==> src/hw/ieb_regs.svh <==
`ifndef IEB_REGS_SVH
`define IEB_REGS_SVH

// byte offsets on the wishbone slave
`define IEB_OFS_EN0      8'h00
`define IEB_OFS_EN1      8'h04
`define IEB_OFS_EN2      8'h08
`define IEB_OFS_EN3      8'h0c
`define IEB_OFS_FLAG0    8'h10
`define IEB_OFS_FLAG1    8'h14
`define IEB_OFS_FLAG2    8'h18
`define IEB_OFS_FLAG3    8'h1c
`define IEB_OFS_IST      8'h20
`define IEB_OFS_IMASK    8'h24

// implemented-bit masks per enable register
`define IEB_MASK0        16'h7fff
`define IEB_MASK1        16'hff1f
`define IEB_MASK2        16'h007f
`define IEB_MASK3        16'h0666

// can bits in register 2
`define IEB_CAN_MASK2    16'h000c

`define IEB_RST_EN       16'h0000

// status bit positions for the summary interrupt
`define IEB_IST_REQ      0
`define IEB_IST_FLAG     1

`endif

==> src/hw/ieb_pkg.sv <==
`default_nettype none

package ieb_pkg;

  typedef struct packed {
    logic [15:0] r3;
    logic [15:0] r2;
    logic [15:0] r1;
    logic [15:0] r0;
  } ieb_bank_t;

  typedef struct packed {
    logic        cyc;
    logic        stb;
    logic        we;
    logic [3:0]  sel;
    logic [7:0]  adr;
    logic [31:0] dat;
  } ieb_wb_req_t;

endpackage

`default_nettype wire

==> src/hw/ieb_top.sv <==
// Functional notes
// - enable bit one passes its request; zero blocks it.
// - unimplemented enable bits read zero and ignore writes.
// - all enable bits clear to zero at reset.
// - implemented enable bits are read/write and read back last write.
// - register 0 upper byte: reserved, dma1, adc, uart1 tx/rx, spi1, timer3.
// - register 0 lower byte: timer2, oc2, ic2, dma0, timer1, oc1, ic1, int0.
// - register 1 upper byte: uart2 tx/rx, int2, timer5/4, oc4/3, dma2.
// - register 1 bits 7-5 reserved; 4-0 int1, cn, cmp1, i2c1 master/slave.
// - register 2 bits 15-7 reserved; 6-0 ic4, ic3, dma3, can, can rx, spi2.
// - without can controller, can interrupts stay disabled regardless.
// - register 3: qei1 10, pwm match 9, int4 6, int3 5, i2c2 2 and 1.
// - each source has a flag that sets on request and reads one.
//
// The implementer's own choices: the address map and the Wishbone interface to the registers.
`timescale 1ns/10ps
`include "ieb_regs.svh"
`default_nettype none

module ieb_top #(
  parameter bit HAS_CAN = 1'b1
) (
  input  wire logic        clk_i,
  input  wire logic        rst_i,
  input  wire logic        wb_cyc_i,
  input  wire logic        wb_stb_i,
  input  wire logic        wb_we_i,
  input  wire logic [3:0]  wb_sel_i,
  input  wire logic [7:0]  wb_adr_i,
  input  wire logic [31:0] wb_dat_i,
  output logic      [31:0] wb_dat_o,
  output logic             wb_ack_o,
  input  wire logic [63:0] src_req_i,
  output logic      [63:0] irq_req_o,
  output logic             irq_o
);

  localparam logic [63:0] IMPL = {`IEB_MASK3, `IEB_MASK2, `IEB_MASK1, `IEB_MASK0};
  localparam logic [63:0] CANM = {16'h0000, `IEB_CAN_MASK2, 32'h0000_0000};
  // gate mask: can sources blocked when the controller is absent
  localparam logic [63:0] GATE = HAS_CAN ? IMPL : (IMPL & ~CANM);

  ieb_pkg::ieb_bank_t en_q;
  ieb_pkg::ieb_bank_t flag_q;
  ieb_pkg::ieb_wb_req_t req;
  logic [1:0]  ist_q;
  logic [1:0]  imask_q;
  logic [63:0] req_d;
  logic [63:0] clr_d;
  logic [1:0]  ev_d;
  logic        any_req;
  logic        flag_set;
  logic        acc;
  logic        wr;
  logic        rd;
  logic [31:0] rdat_d;

  assign req = '{cyc: wb_cyc_i, stb: wb_stb_i, we: wb_we_i, sel: wb_sel_i,
                 adr: wb_adr_i, dat: wb_dat_i};
  // ack low gates a second take while the master still holds stb
  assign acc = req.cyc && req.stb && !wb_ack_o;
  assign wr  = acc && req.we;
  assign rd  = acc && !req.we;

  // merge a 16-bit write through the two low byte lanes
  function automatic logic [15:0] lane16(input logic [15:0] old, input logic [31:0] d,
                                         input logic [3:0] sel, input logic [15:0] m);
    logic [15:0] v;
    v = old;
    if (sel[0]) v[7:0] = d[7:0];
    if (sel[1]) v[15:8] = d[15:8];
    return v & m;
  endfunction

  // enable registers
  // reserved positions masked on the way in, so they can never hold a one
  always_ff @(posedge clk_i) begin
    if (rst_i) begin
      en_q <= '0;
    end else if (wr) begin
      unique case (req.adr)
        `IEB_OFS_EN0: en_q.r0 <= lane16(en_q.r0, req.dat, req.sel, `IEB_MASK0);
        `IEB_OFS_EN1: en_q.r1 <= lane16(en_q.r1, req.dat, req.sel, `IEB_MASK1);
        `IEB_OFS_EN2: en_q.r2 <= lane16(en_q.r2, req.dat, req.sel, `IEB_MASK2);
        `IEB_OFS_EN3: en_q.r3 <= lane16(en_q.r3, req.dat, req.sel, `IEB_MASK3);
        default: ;
      endcase
    end
  end

  // write-one-to-clear mask for the flag registers
  always_comb begin
    clr_d = 64'h0000_0000_0000_0000;
    if (wr) begin
      unique case (req.adr)
        `IEB_OFS_FLAG0: clr_d[15:0]  = lane16(16'h0000, req.dat, req.sel, `IEB_MASK0);
        `IEB_OFS_FLAG1: clr_d[31:16] = lane16(16'h0000, req.dat, req.sel, `IEB_MASK1);
        `IEB_OFS_FLAG2: clr_d[47:32] = lane16(16'h0000, req.dat, req.sel, `IEB_MASK2);
        `IEB_OFS_FLAG3: clr_d[63:48] = lane16(16'h0000, req.dat, req.sel, `IEB_MASK3);
        default: ;
      endcase
    end
  end

  // flags: set from sources, software writes a one to clear; set wins
  always_ff @(posedge clk_i) begin
    if (rst_i) begin
      flag_q <= '0;
    end else begin
      flag_q <= ((flag_q & ~clr_d) | src_req_i) & IMPL;
    end
  end

  assign req_d   = flag_q & en_q & GATE;
  assign any_req = |req_d;
  assign flag_set = |(src_req_i & IMPL & ~flag_q);

  always_ff @(posedge clk_i) begin
    if (rst_i) begin
      irq_req_o <= '0;
    end else begin
      irq_req_o <= req_d;
    end
  end

  always_comb begin
    ev_d = 2'b00;
    ev_d[`IEB_IST_REQ]  = any_req;
    ev_d[`IEB_IST_FLAG] = flag_set;
  end

  // sticky summary status, cleared by its read; set wins over the read clear
  always_ff @(posedge clk_i) begin
    if (rst_i) begin
      ist_q <= '0;
    end else if (rd && req.adr == `IEB_OFS_IST) begin
      ist_q <= ev_d;
    end else begin
      ist_q <= ist_q | ev_d;
    end
  end

  always_ff @(posedge clk_i) begin
    if (rst_i) begin
      imask_q <= '0;
    end else if (wr && req.adr == `IEB_OFS_IMASK && req.sel[0]) begin
      imask_q <= req.dat[1:0];
    end
  end

  // one extra cycle of latency buys a flop-driven interrupt pin
  always_ff @(posedge clk_i) begin
    if (rst_i) begin
      irq_o <= 1'b0;
    end else begin
      irq_o <= |(ist_q & imask_q);
    end
  end

  // read mux
  always_comb begin
    rdat_d = 32'h0000_0000;
    unique case (req.adr)
      `IEB_OFS_EN0:   rdat_d[15:0] = en_q.r0 & `IEB_MASK0;
      `IEB_OFS_EN1:   rdat_d[15:0] = en_q.r1 & `IEB_MASK1;
      `IEB_OFS_EN2:   rdat_d[15:0] = en_q.r2 & `IEB_MASK2;
      `IEB_OFS_EN3:   rdat_d[15:0] = en_q.r3 & `IEB_MASK3;
      `IEB_OFS_FLAG0: rdat_d[15:0] = flag_q.r0;
      `IEB_OFS_FLAG1: rdat_d[15:0] = flag_q.r1;
      `IEB_OFS_FLAG2: rdat_d[15:0] = flag_q.r2;
      `IEB_OFS_FLAG3: rdat_d[15:0] = flag_q.r3;
      `IEB_OFS_IST:   rdat_d[1:0]  = ist_q;
      `IEB_OFS_IMASK: rdat_d[1:0]  = imask_q;
      default:        rdat_d = 32'h0000_0000;
    endcase
  end

  // one wait-free cycle: ack the edge after the request appears
  // idle read data is zero so a stale word cannot be sampled
  always_ff @(posedge clk_i) begin
    if (rst_i) begin
      wb_ack_o <= 1'b0;
      wb_dat_o <= '0;
    end else begin
      wb_ack_o <= acc;
      wb_dat_o <= rd ? rdat_d : 32'h0000_0000;
    end
  end

  // reset and register storage
  a_reset_clear: assert property (@(posedge clk_i)
    ($past(rst_i) && !rst_i) |-> (en_q == '0 && irq_req_o == '0))
    else $error("enables not clear after reset");

  a_reserved_zero: assert property (@(posedge clk_i) disable iff (rst_i)
    (en_q & ~IMPL) == '0)
    else $error("reserved enable bit set");

  a_en1_gap: assert property (@(posedge clk_i) disable iff (rst_i)
    en_q.r1[7:5] == 3'b000)
    else $error("register 1 gap bit stored");

  a_en3_gap: assert property (@(posedge clk_i) disable iff (rst_i)
    (en_q.r3 & ~`IEB_MASK3) == 16'h0000)
    else $error("register 3 gap bit stored");

  a_reg2_bits: assert property (@(posedge clk_i) disable iff (rst_i)
    (en_q.r2[15:7] == 9'h000 && en_q.r0[15] == 1'b0))
    else $error("reserved bit stored");

  a_write_back: assert property (@(posedge clk_i) disable iff (rst_i)
    (wr && req.adr == `IEB_OFS_EN1 && req.sel[1:0] == 2'b11) |=>
      en_q.r1 == ($past(req.dat[15:0]) & `IEB_MASK1))
    else $error("enable write lost");

  // an enable may only move on a taken write to the enable block
  a_en_hold: assert property (@(posedge clk_i) disable iff (rst_i)
    !(wr && req.adr[7:4] == 4'h0) |=> $stable(en_q))
    else $error("enable changed without a write");

  // request forwarding
  a_enable_pass: assert property (@(posedge clk_i) disable iff (rst_i)
    (flag_q[0] && en_q[0]) |=> irq_req_o[0])
    else $error("enabled request not forwarded");

  a_disable_block: assert property (@(posedge clk_i) disable iff (rst_i)
    !en_q[8] |=> !irq_req_o[8])
    else $error("disabled request forwarded");

  a_disable_all: assert property (@(posedge clk_i) disable iff (rst_i)
    ((en_q & IMPL) == 64'h0) |=> (irq_req_o == 64'h0))
    else $error("request forwarded with all enables clear");

  a_can_gate: assert property (@(posedge clk_i) disable iff (rst_i)
    !HAS_CAN |-> (irq_req_o[35:34] == 2'b00))
    else $error("can request with no controller");

  a_req_needs_flag: assert property (@(posedge clk_i) disable iff (rst_i)
    (irq_req_o & ~$past(flag_q & en_q)) == 64'h0)
    else $error("request forwarded without flag and enable");

  // flags
  a_flag_set: assert property (@(posedge clk_i) disable iff (rst_i)
    src_req_i[48+10] |=> flag_q[48+10])
    else $error("flag did not set");

  a_flag_clear: assert property (@(posedge clk_i) disable iff (rst_i)
    (wr && req.adr == `IEB_OFS_FLAG0 && req.sel[0] && req.dat[0] && !src_req_i[0])
      |=> !flag_q[0])
    else $error("flag not cleared by write of one");

  a_flag_reserved: assert property (@(posedge clk_i) disable iff (rst_i)
    (flag_q & ~IMPL) == 64'h0)
    else $error("reserved flag bit set");

  a_flag_keep: assert property (@(posedge clk_i) disable iff (rst_i)
    (wr && req.adr == `IEB_OFS_EN0 && flag_q[0]) |=> flag_q[0])
    else $error("enable write changed flag");

  // interrupt summary
  a_ist_set: assert property (@(posedge clk_i) disable iff (rst_i)
    flag_set |=> ist_q[`IEB_IST_FLAG])
    else $error("status bit missed a new flag");

  a_ist_sticky: assert property (@(posedge clk_i) disable iff (rst_i)
    (ist_q[`IEB_IST_FLAG] && !(rd && req.adr == `IEB_OFS_IST)) |=> ist_q[`IEB_IST_FLAG])
    else $error("status bit lost without a read");

  a_irq_rise: assert property (@(posedge clk_i) disable iff (rst_i)
    (|(ist_q & imask_q)) |=> irq_o)
    else $error("interrupt not raised");

  a_irq_fall: assert property (@(posedge clk_i) disable iff (rst_i)
    !(|(ist_q & imask_q)) |=> !irq_o)
    else $error("interrupt raised with no unmasked status");

  // bus handshake
  a_ack_follow: assert property (@(posedge clk_i) disable iff (rst_i)
    acc |=> wb_ack_o)
    else $error("request not acknowledged");

  a_ack_cause: assert property (@(posedge clk_i) disable iff (rst_i)
    wb_ack_o |-> $past(acc))
    else $error("ack without a request");

  a_ack_one: assert property (@(posedge clk_i) disable iff (rst_i)
    wb_ack_o |=> !wb_ack_o)
    else $error("ack held two cycles");

  a_ack_idle: assert property (@(posedge clk_i) disable iff (rst_i)
    !req.cyc |=> !wb_ack_o)
    else $error("ack outside a cycle");

  a_rdat_idle: assert property (@(posedge clk_i) disable iff (rst_i)
    !wb_ack_o |-> (wb_dat_o == 32'h0000_0000))
    else $error("read data driven while idle");

  a_read_upper: assert property (@(posedge clk_i) disable iff (rst_i)
    wb_ack_o |-> (wb_dat_o[31:16] == 16'h0000))
    else $error("upper read half not zero");

  c_enabled_irq: cover property (@(posedge clk_i) disable iff (rst_i)
    |irq_req_o);
  c_irq_out:     cover property (@(posedge clk_i) disable iff (rst_i)
    irq_o);
  c_write_en3:   cover property (@(posedge clk_i) disable iff (rst_i)
    wr && req.adr == `IEB_OFS_EN3);
  c_flag_clear:  cover property (@(posedge clk_i) disable iff (rst_i)
    wr && req.adr == `IEB_OFS_FLAG0);
  c_status_read: cover property (@(posedge clk_i) disable iff (rst_i)
    rd && req.adr == `IEB_OFS_IST);

endmodule

`default_nettype wire

==> config.mk <==
export PLATFORM = sky130hd
export DESIGN_NAME = ieb_top
export DESIGN_NICKNAME = d
export VERILOG_FILES = /design/src/hw/ieb_pkg.sv /design/src/hw/ieb_top.sv
export VERILOG_INCLUDE_DIRS = /design/src /design/src/hw
export SDC_FILE = /design/constraint.sdc
export NUM_CORES = 1
export LEC_CHECK = 0
export ABC_CLOCK_PERIOD_IN_PS = 1600
export CORE_MARGIN = 2
export CORE_UTILIZATION = 25
export CTS_CLUSTER_SIZE = 24
export DETAILED_ROUTE_END_ITERATION = 8
export DONT_BUFFER_PORTS = 1
export PLACE_DENSITY = 0.49
export SETUP_SLACK_MARGIN = 0.5
export SYNTH_ARGS = -nofsm -noshare
export SYNTH_HDL_FRONTEND = slang
export SYNTH_SLANG_ARGS = --single-unit
==> constraint.sdc <==
create_clock -name clk_i -period 1.6 [get_ports clk_i]
set_input_delay 0.16 -clock clk_i [delete_from_list [all_inputs] [get_ports clk_i]]
set_output_delay 0.16 -clock clk_i [all_outputs]
set_load 0.02 [all_outputs]
==> impl_metrics.py <==
metrics = {
    "power": {
        "p_per_area_mw_per_mm2": 1038,
        "p_total_mw": 8.312,
        "p_leak_nw": 3.311,
        "peakVddDrop_mv": 0.6331,
    },
    "synth": {
        "synth_fa_ha_area_share_pct": 0,
        "synth_cell_types": 54,
        "async_flop_share_pct": 0,
        "synth_area_per_cell_um2": 8.951,
        "yosys.area_share.simple_pct": 21.62,
        "yosys.area_share.xor_xnor_pct": 0,
        "synth-seq-cells": 145,
        "synth_compound_area_share_pct": 14.74,
        "synthMuxAreaShare_pct": 8.016,
        "synthTopCellsByCount": "145 x dfxtp_1, 127 x nor2_1, 51 x nand2_1, 48 x mux2i_1, 43 x inv_1",
        "synth_top_family_by_area": "simple AND/OR/NAND/NOR gates",
        "yosysTopAreaCell": "dfxtp_1",
        "synth-edff-count": 0,
        "synth_cells": 701,
        "synth-main-ff-cell": "dfxtp_1",
        "yosysMostFrequentCell": "dfxtp_1",
        "yosysWarnings": 0,
        "synth_top_area_share_pct": 46.26,
        "synth_area_mm2": 0.006275,
        "yosysSeqAreaShare_pct": 46.26,
        "yosys-top-cells-area": "dfxtp_1 46%, mux2i_1 7.7%, nor2_1 7.6%, a311oi_1 4.9%, buf_4 4.8%",
    },
    "sta": {
        "grt_setup_unrepaired": "yes",
        "postLayoutSetupSlackWorst_ns": 0.02310,
        "fin_worst_skew_ns": 0.007277,
        "fin_setup_tns_ns": 0,
        "setup_violations": 0,
        "fmax_mhz": 634.2,
        "fin_crit_sh_pct": 98.56,
        "timing.hold.ws_ns": -0.2113,
        "period_needed_ns": 1.577,
        "hold_violations": 126,
        "tightest_slew_ns": 0.8760,
        "max_slew_margin_pct": 41.11,
        "maxSlewViolCount": 0,
    },
    "global_routing": {
        "grt_max_degree": 131,
        "grt_usage_pct": 17.68,
        "overflow": 0,
        "antenna_found_initial": 0,
        "grt_pass1_vias": 5022,
        "grt_pass1_wl_mm": 33.69,
    },
    "clock_network": {
        "cts_buffer_depth": 2,
        "cts-root-buf": "clkbuf_16",
        "clkSinkCount": 145,
        "cts-htree-levels": 4,
        "clk_pin_slew_ns": 0.07,
        "cts_tree": "yes",
        "clk_latency_ns": 0.43,
        "numCtsBuffers": 17,
    },
    "route": {
        "routed_via_density": 4.842,
        "drc": 0,
        "route.detailed.wl_per_inst_um": 21.60,
        "first_iter_violations": 415,
        "drt_first_pass_iters": 5,
        "antenna_left": 0,
        "vias": 5278,
        "drt_wl_total_mm": 23.54,
    },
    "placed_design": {
        "port-buffer-count": 0,
        "post_dp_cell_area_mm2": 0.006902,
        "placed_cells": 1036,
        "dp_hpwl_mm": 17.85,
        "place_ws_ns": -0.02661,
        "gp_congestion": 0.8126,
    },
    "layout": {
        "final_area_mm2": 0.008005,
        "n_antenna_cell": 0,
        "drive_gt1_share_pct": 18.54,
        "finalNetCount": 866,
        "stdcell_count": 1090,
        "syn2layout_area_growth_pct": 27.58,
        "regArea_mm2": 0.002905,
        "post-route-util_pct": 32.72,
        "nFillCells": 2519,
        "multi_input_comb_area_mm2": 0.003284,
    },
    "floorplanning": {
        "start_util_pct": 25.65,
        "ios": 211,
        "rows": 57,
        "coreArea_mm2": 0.02446,
        "dieArea_mm2": 0.02638,
        "die_w_um": 162.4,
        "die-height_um": 162.4,
    },
    "hold_path": {
        "worstHoldPathCells": 1,
        "hold_path.class": "primary input to flop",
    },
    "run": {
        "max-cap-violations": 0,
    },
    "critical_path": {
        "critPathSlowestCell": "dfxtp_2",
        "cp_max_fo": 7,
        "cp_common_cell": "buf_4",
        "path_cells": "nand3b_1 -> buf_4 -> nor4_4 -> nand2_2 -> buf_8 -> buf_4 -> nor2_4",
        "reg2reg_depth": 7,
        "ff2ff_setup_slack_ns": 0.02,
        "startpoint_type": "flop",
        "cp.required_ns": 1.98,
        "crit_type": "flop to flop",
        "cp.arrival_ns": 1.95,
        "critPathMaxStageDelay_ns": 0.32,
        "end_kind": "flop",
    },
    "run_status": {
        "failed_checks": "hold timing",
        "outcome": "complete, but fails checks",
    },
}
cells by family after synthesis:
| group | after synthesis |
|---|---|
| AOI/OAI and AO/OA | 123 |
| buffers and inverters | 112 |
| DFF | 145 |
| muxes | 50 |
| other | 1 |
| and+or+nand+nor | 270 |
what timing repair did:
action                     CTS  global route
hold endpoints to repair   131           131
resized for setup           52             6
pin swaps                   31             4
setup buffers                5             2
hold buffers                 4            11
setup endpoints to repair  103           103
power by group:
part | leakage [nW] | switching (mW) | internal [mW] | total, mW
Clock | 0.286 | 1.81 | 2.22 | 4.03
Combinational | 1.84 | 0.307 | 0.207 | 0.514
Sequential | 1.18 | 0.0807 | 3.69 | 3.77
Total | 3.31 | 2.20 | 6.12 | 8.31
critical path, delay by kind of cell (launching register included):
kind,cells,cell delay [ns]
AND/OR/NAND/NOR,4,0.68
buffers and inverters,3,0.51
flip-flops,1,0.32
state kept, by name (all words and copies together), names as in the netlist:
register / count
imask_q: 2
ist_q: 2
irq_req_o: 41
en_q: 41
irq_o: 1
wb_ack_o: 1
wb_dat_o: 16
flag_q: 41
layout make-up:
cell class / count / area share [%]
Clock inverter: 15 / 2.063
Sequential cell: 145 / 36.29
Inverter: 43 / 2.016
Multi-Input combinational cell: 482 / 41.03
Timing Repair Buffer: 64 / 8.221
Clock buffer: 17 / 5.314
Tap cell: 324 / 5.064
worst paths after layout:
| check | start | endpoint |
|---|---|---|
| worst min register to register | en_q[24]$_SDFFE_PP0P_ | irq_req_o[24]$_SDFF_PP0_ |
| worst max register to register | wb_ack_o$_SDFF_PP0_ | wb_dat_o[7]$_SDFF_PP0_ |
| worst max-delay path | wb_ack_o$_SDFF_PP0_ | wb_dat_o[7]$_SDFF_PP0_ |
| worst min-delay path | rst_i | wb_ack_o$_SDFF_PP0_ |
per-layer routing:
metal	wire (um)	GRT usage, %	vias to the layer above	share of wire (%)
met2	11030	28.24	178	47
met5	0	0	-	0
met1	9890	21.88	2552	42
li1	-	-	2518	-
met4	666	6.959	0	2.8
met3	1948	6.137	30	8.3
placed cells by master, fill, tap and decap left out, drive strengths merged, types with 2 or more instances in the layout:
cell type | Yosys | layout
a21oi | 23 | 23
a222oi | 6 | 6
a22o | 2 | 2
a22oi | 23 | 23
a311oi | 35 | 35
a31oi | 5 | 5
a32oi | 2 | 2
and2 | 2 | 2
and4b | 2 | 2
buf | 49 | 49
clkbuf | 20 | 17
clkinv | 0 | 3
clkinvlp | 0 | 2
conb | 1 | 39
dfxtp | 145 | 145
dlygate4sd3 | 0 | 15
inv | 43 | 52
mux2 | 2 | 2
mux2i | 48 | 48
nand2 | 51 | 51
nand2b | 28 | 28
nand3 | 3 | 3
nand3b | 2 | 2
nand4 | 19 | 19
nor2 | 129 | 129
nor3 | 10 | 10
nor4 | 10 | 10
nor4b | 4 | 4
o2111a | 2 | 2
o2111ai | 7 | 7
o21ai | 10 | 10
o2bb2ai | 2 | 2
or4b | 3 | 3
Power figures use the tool's default switching activity.
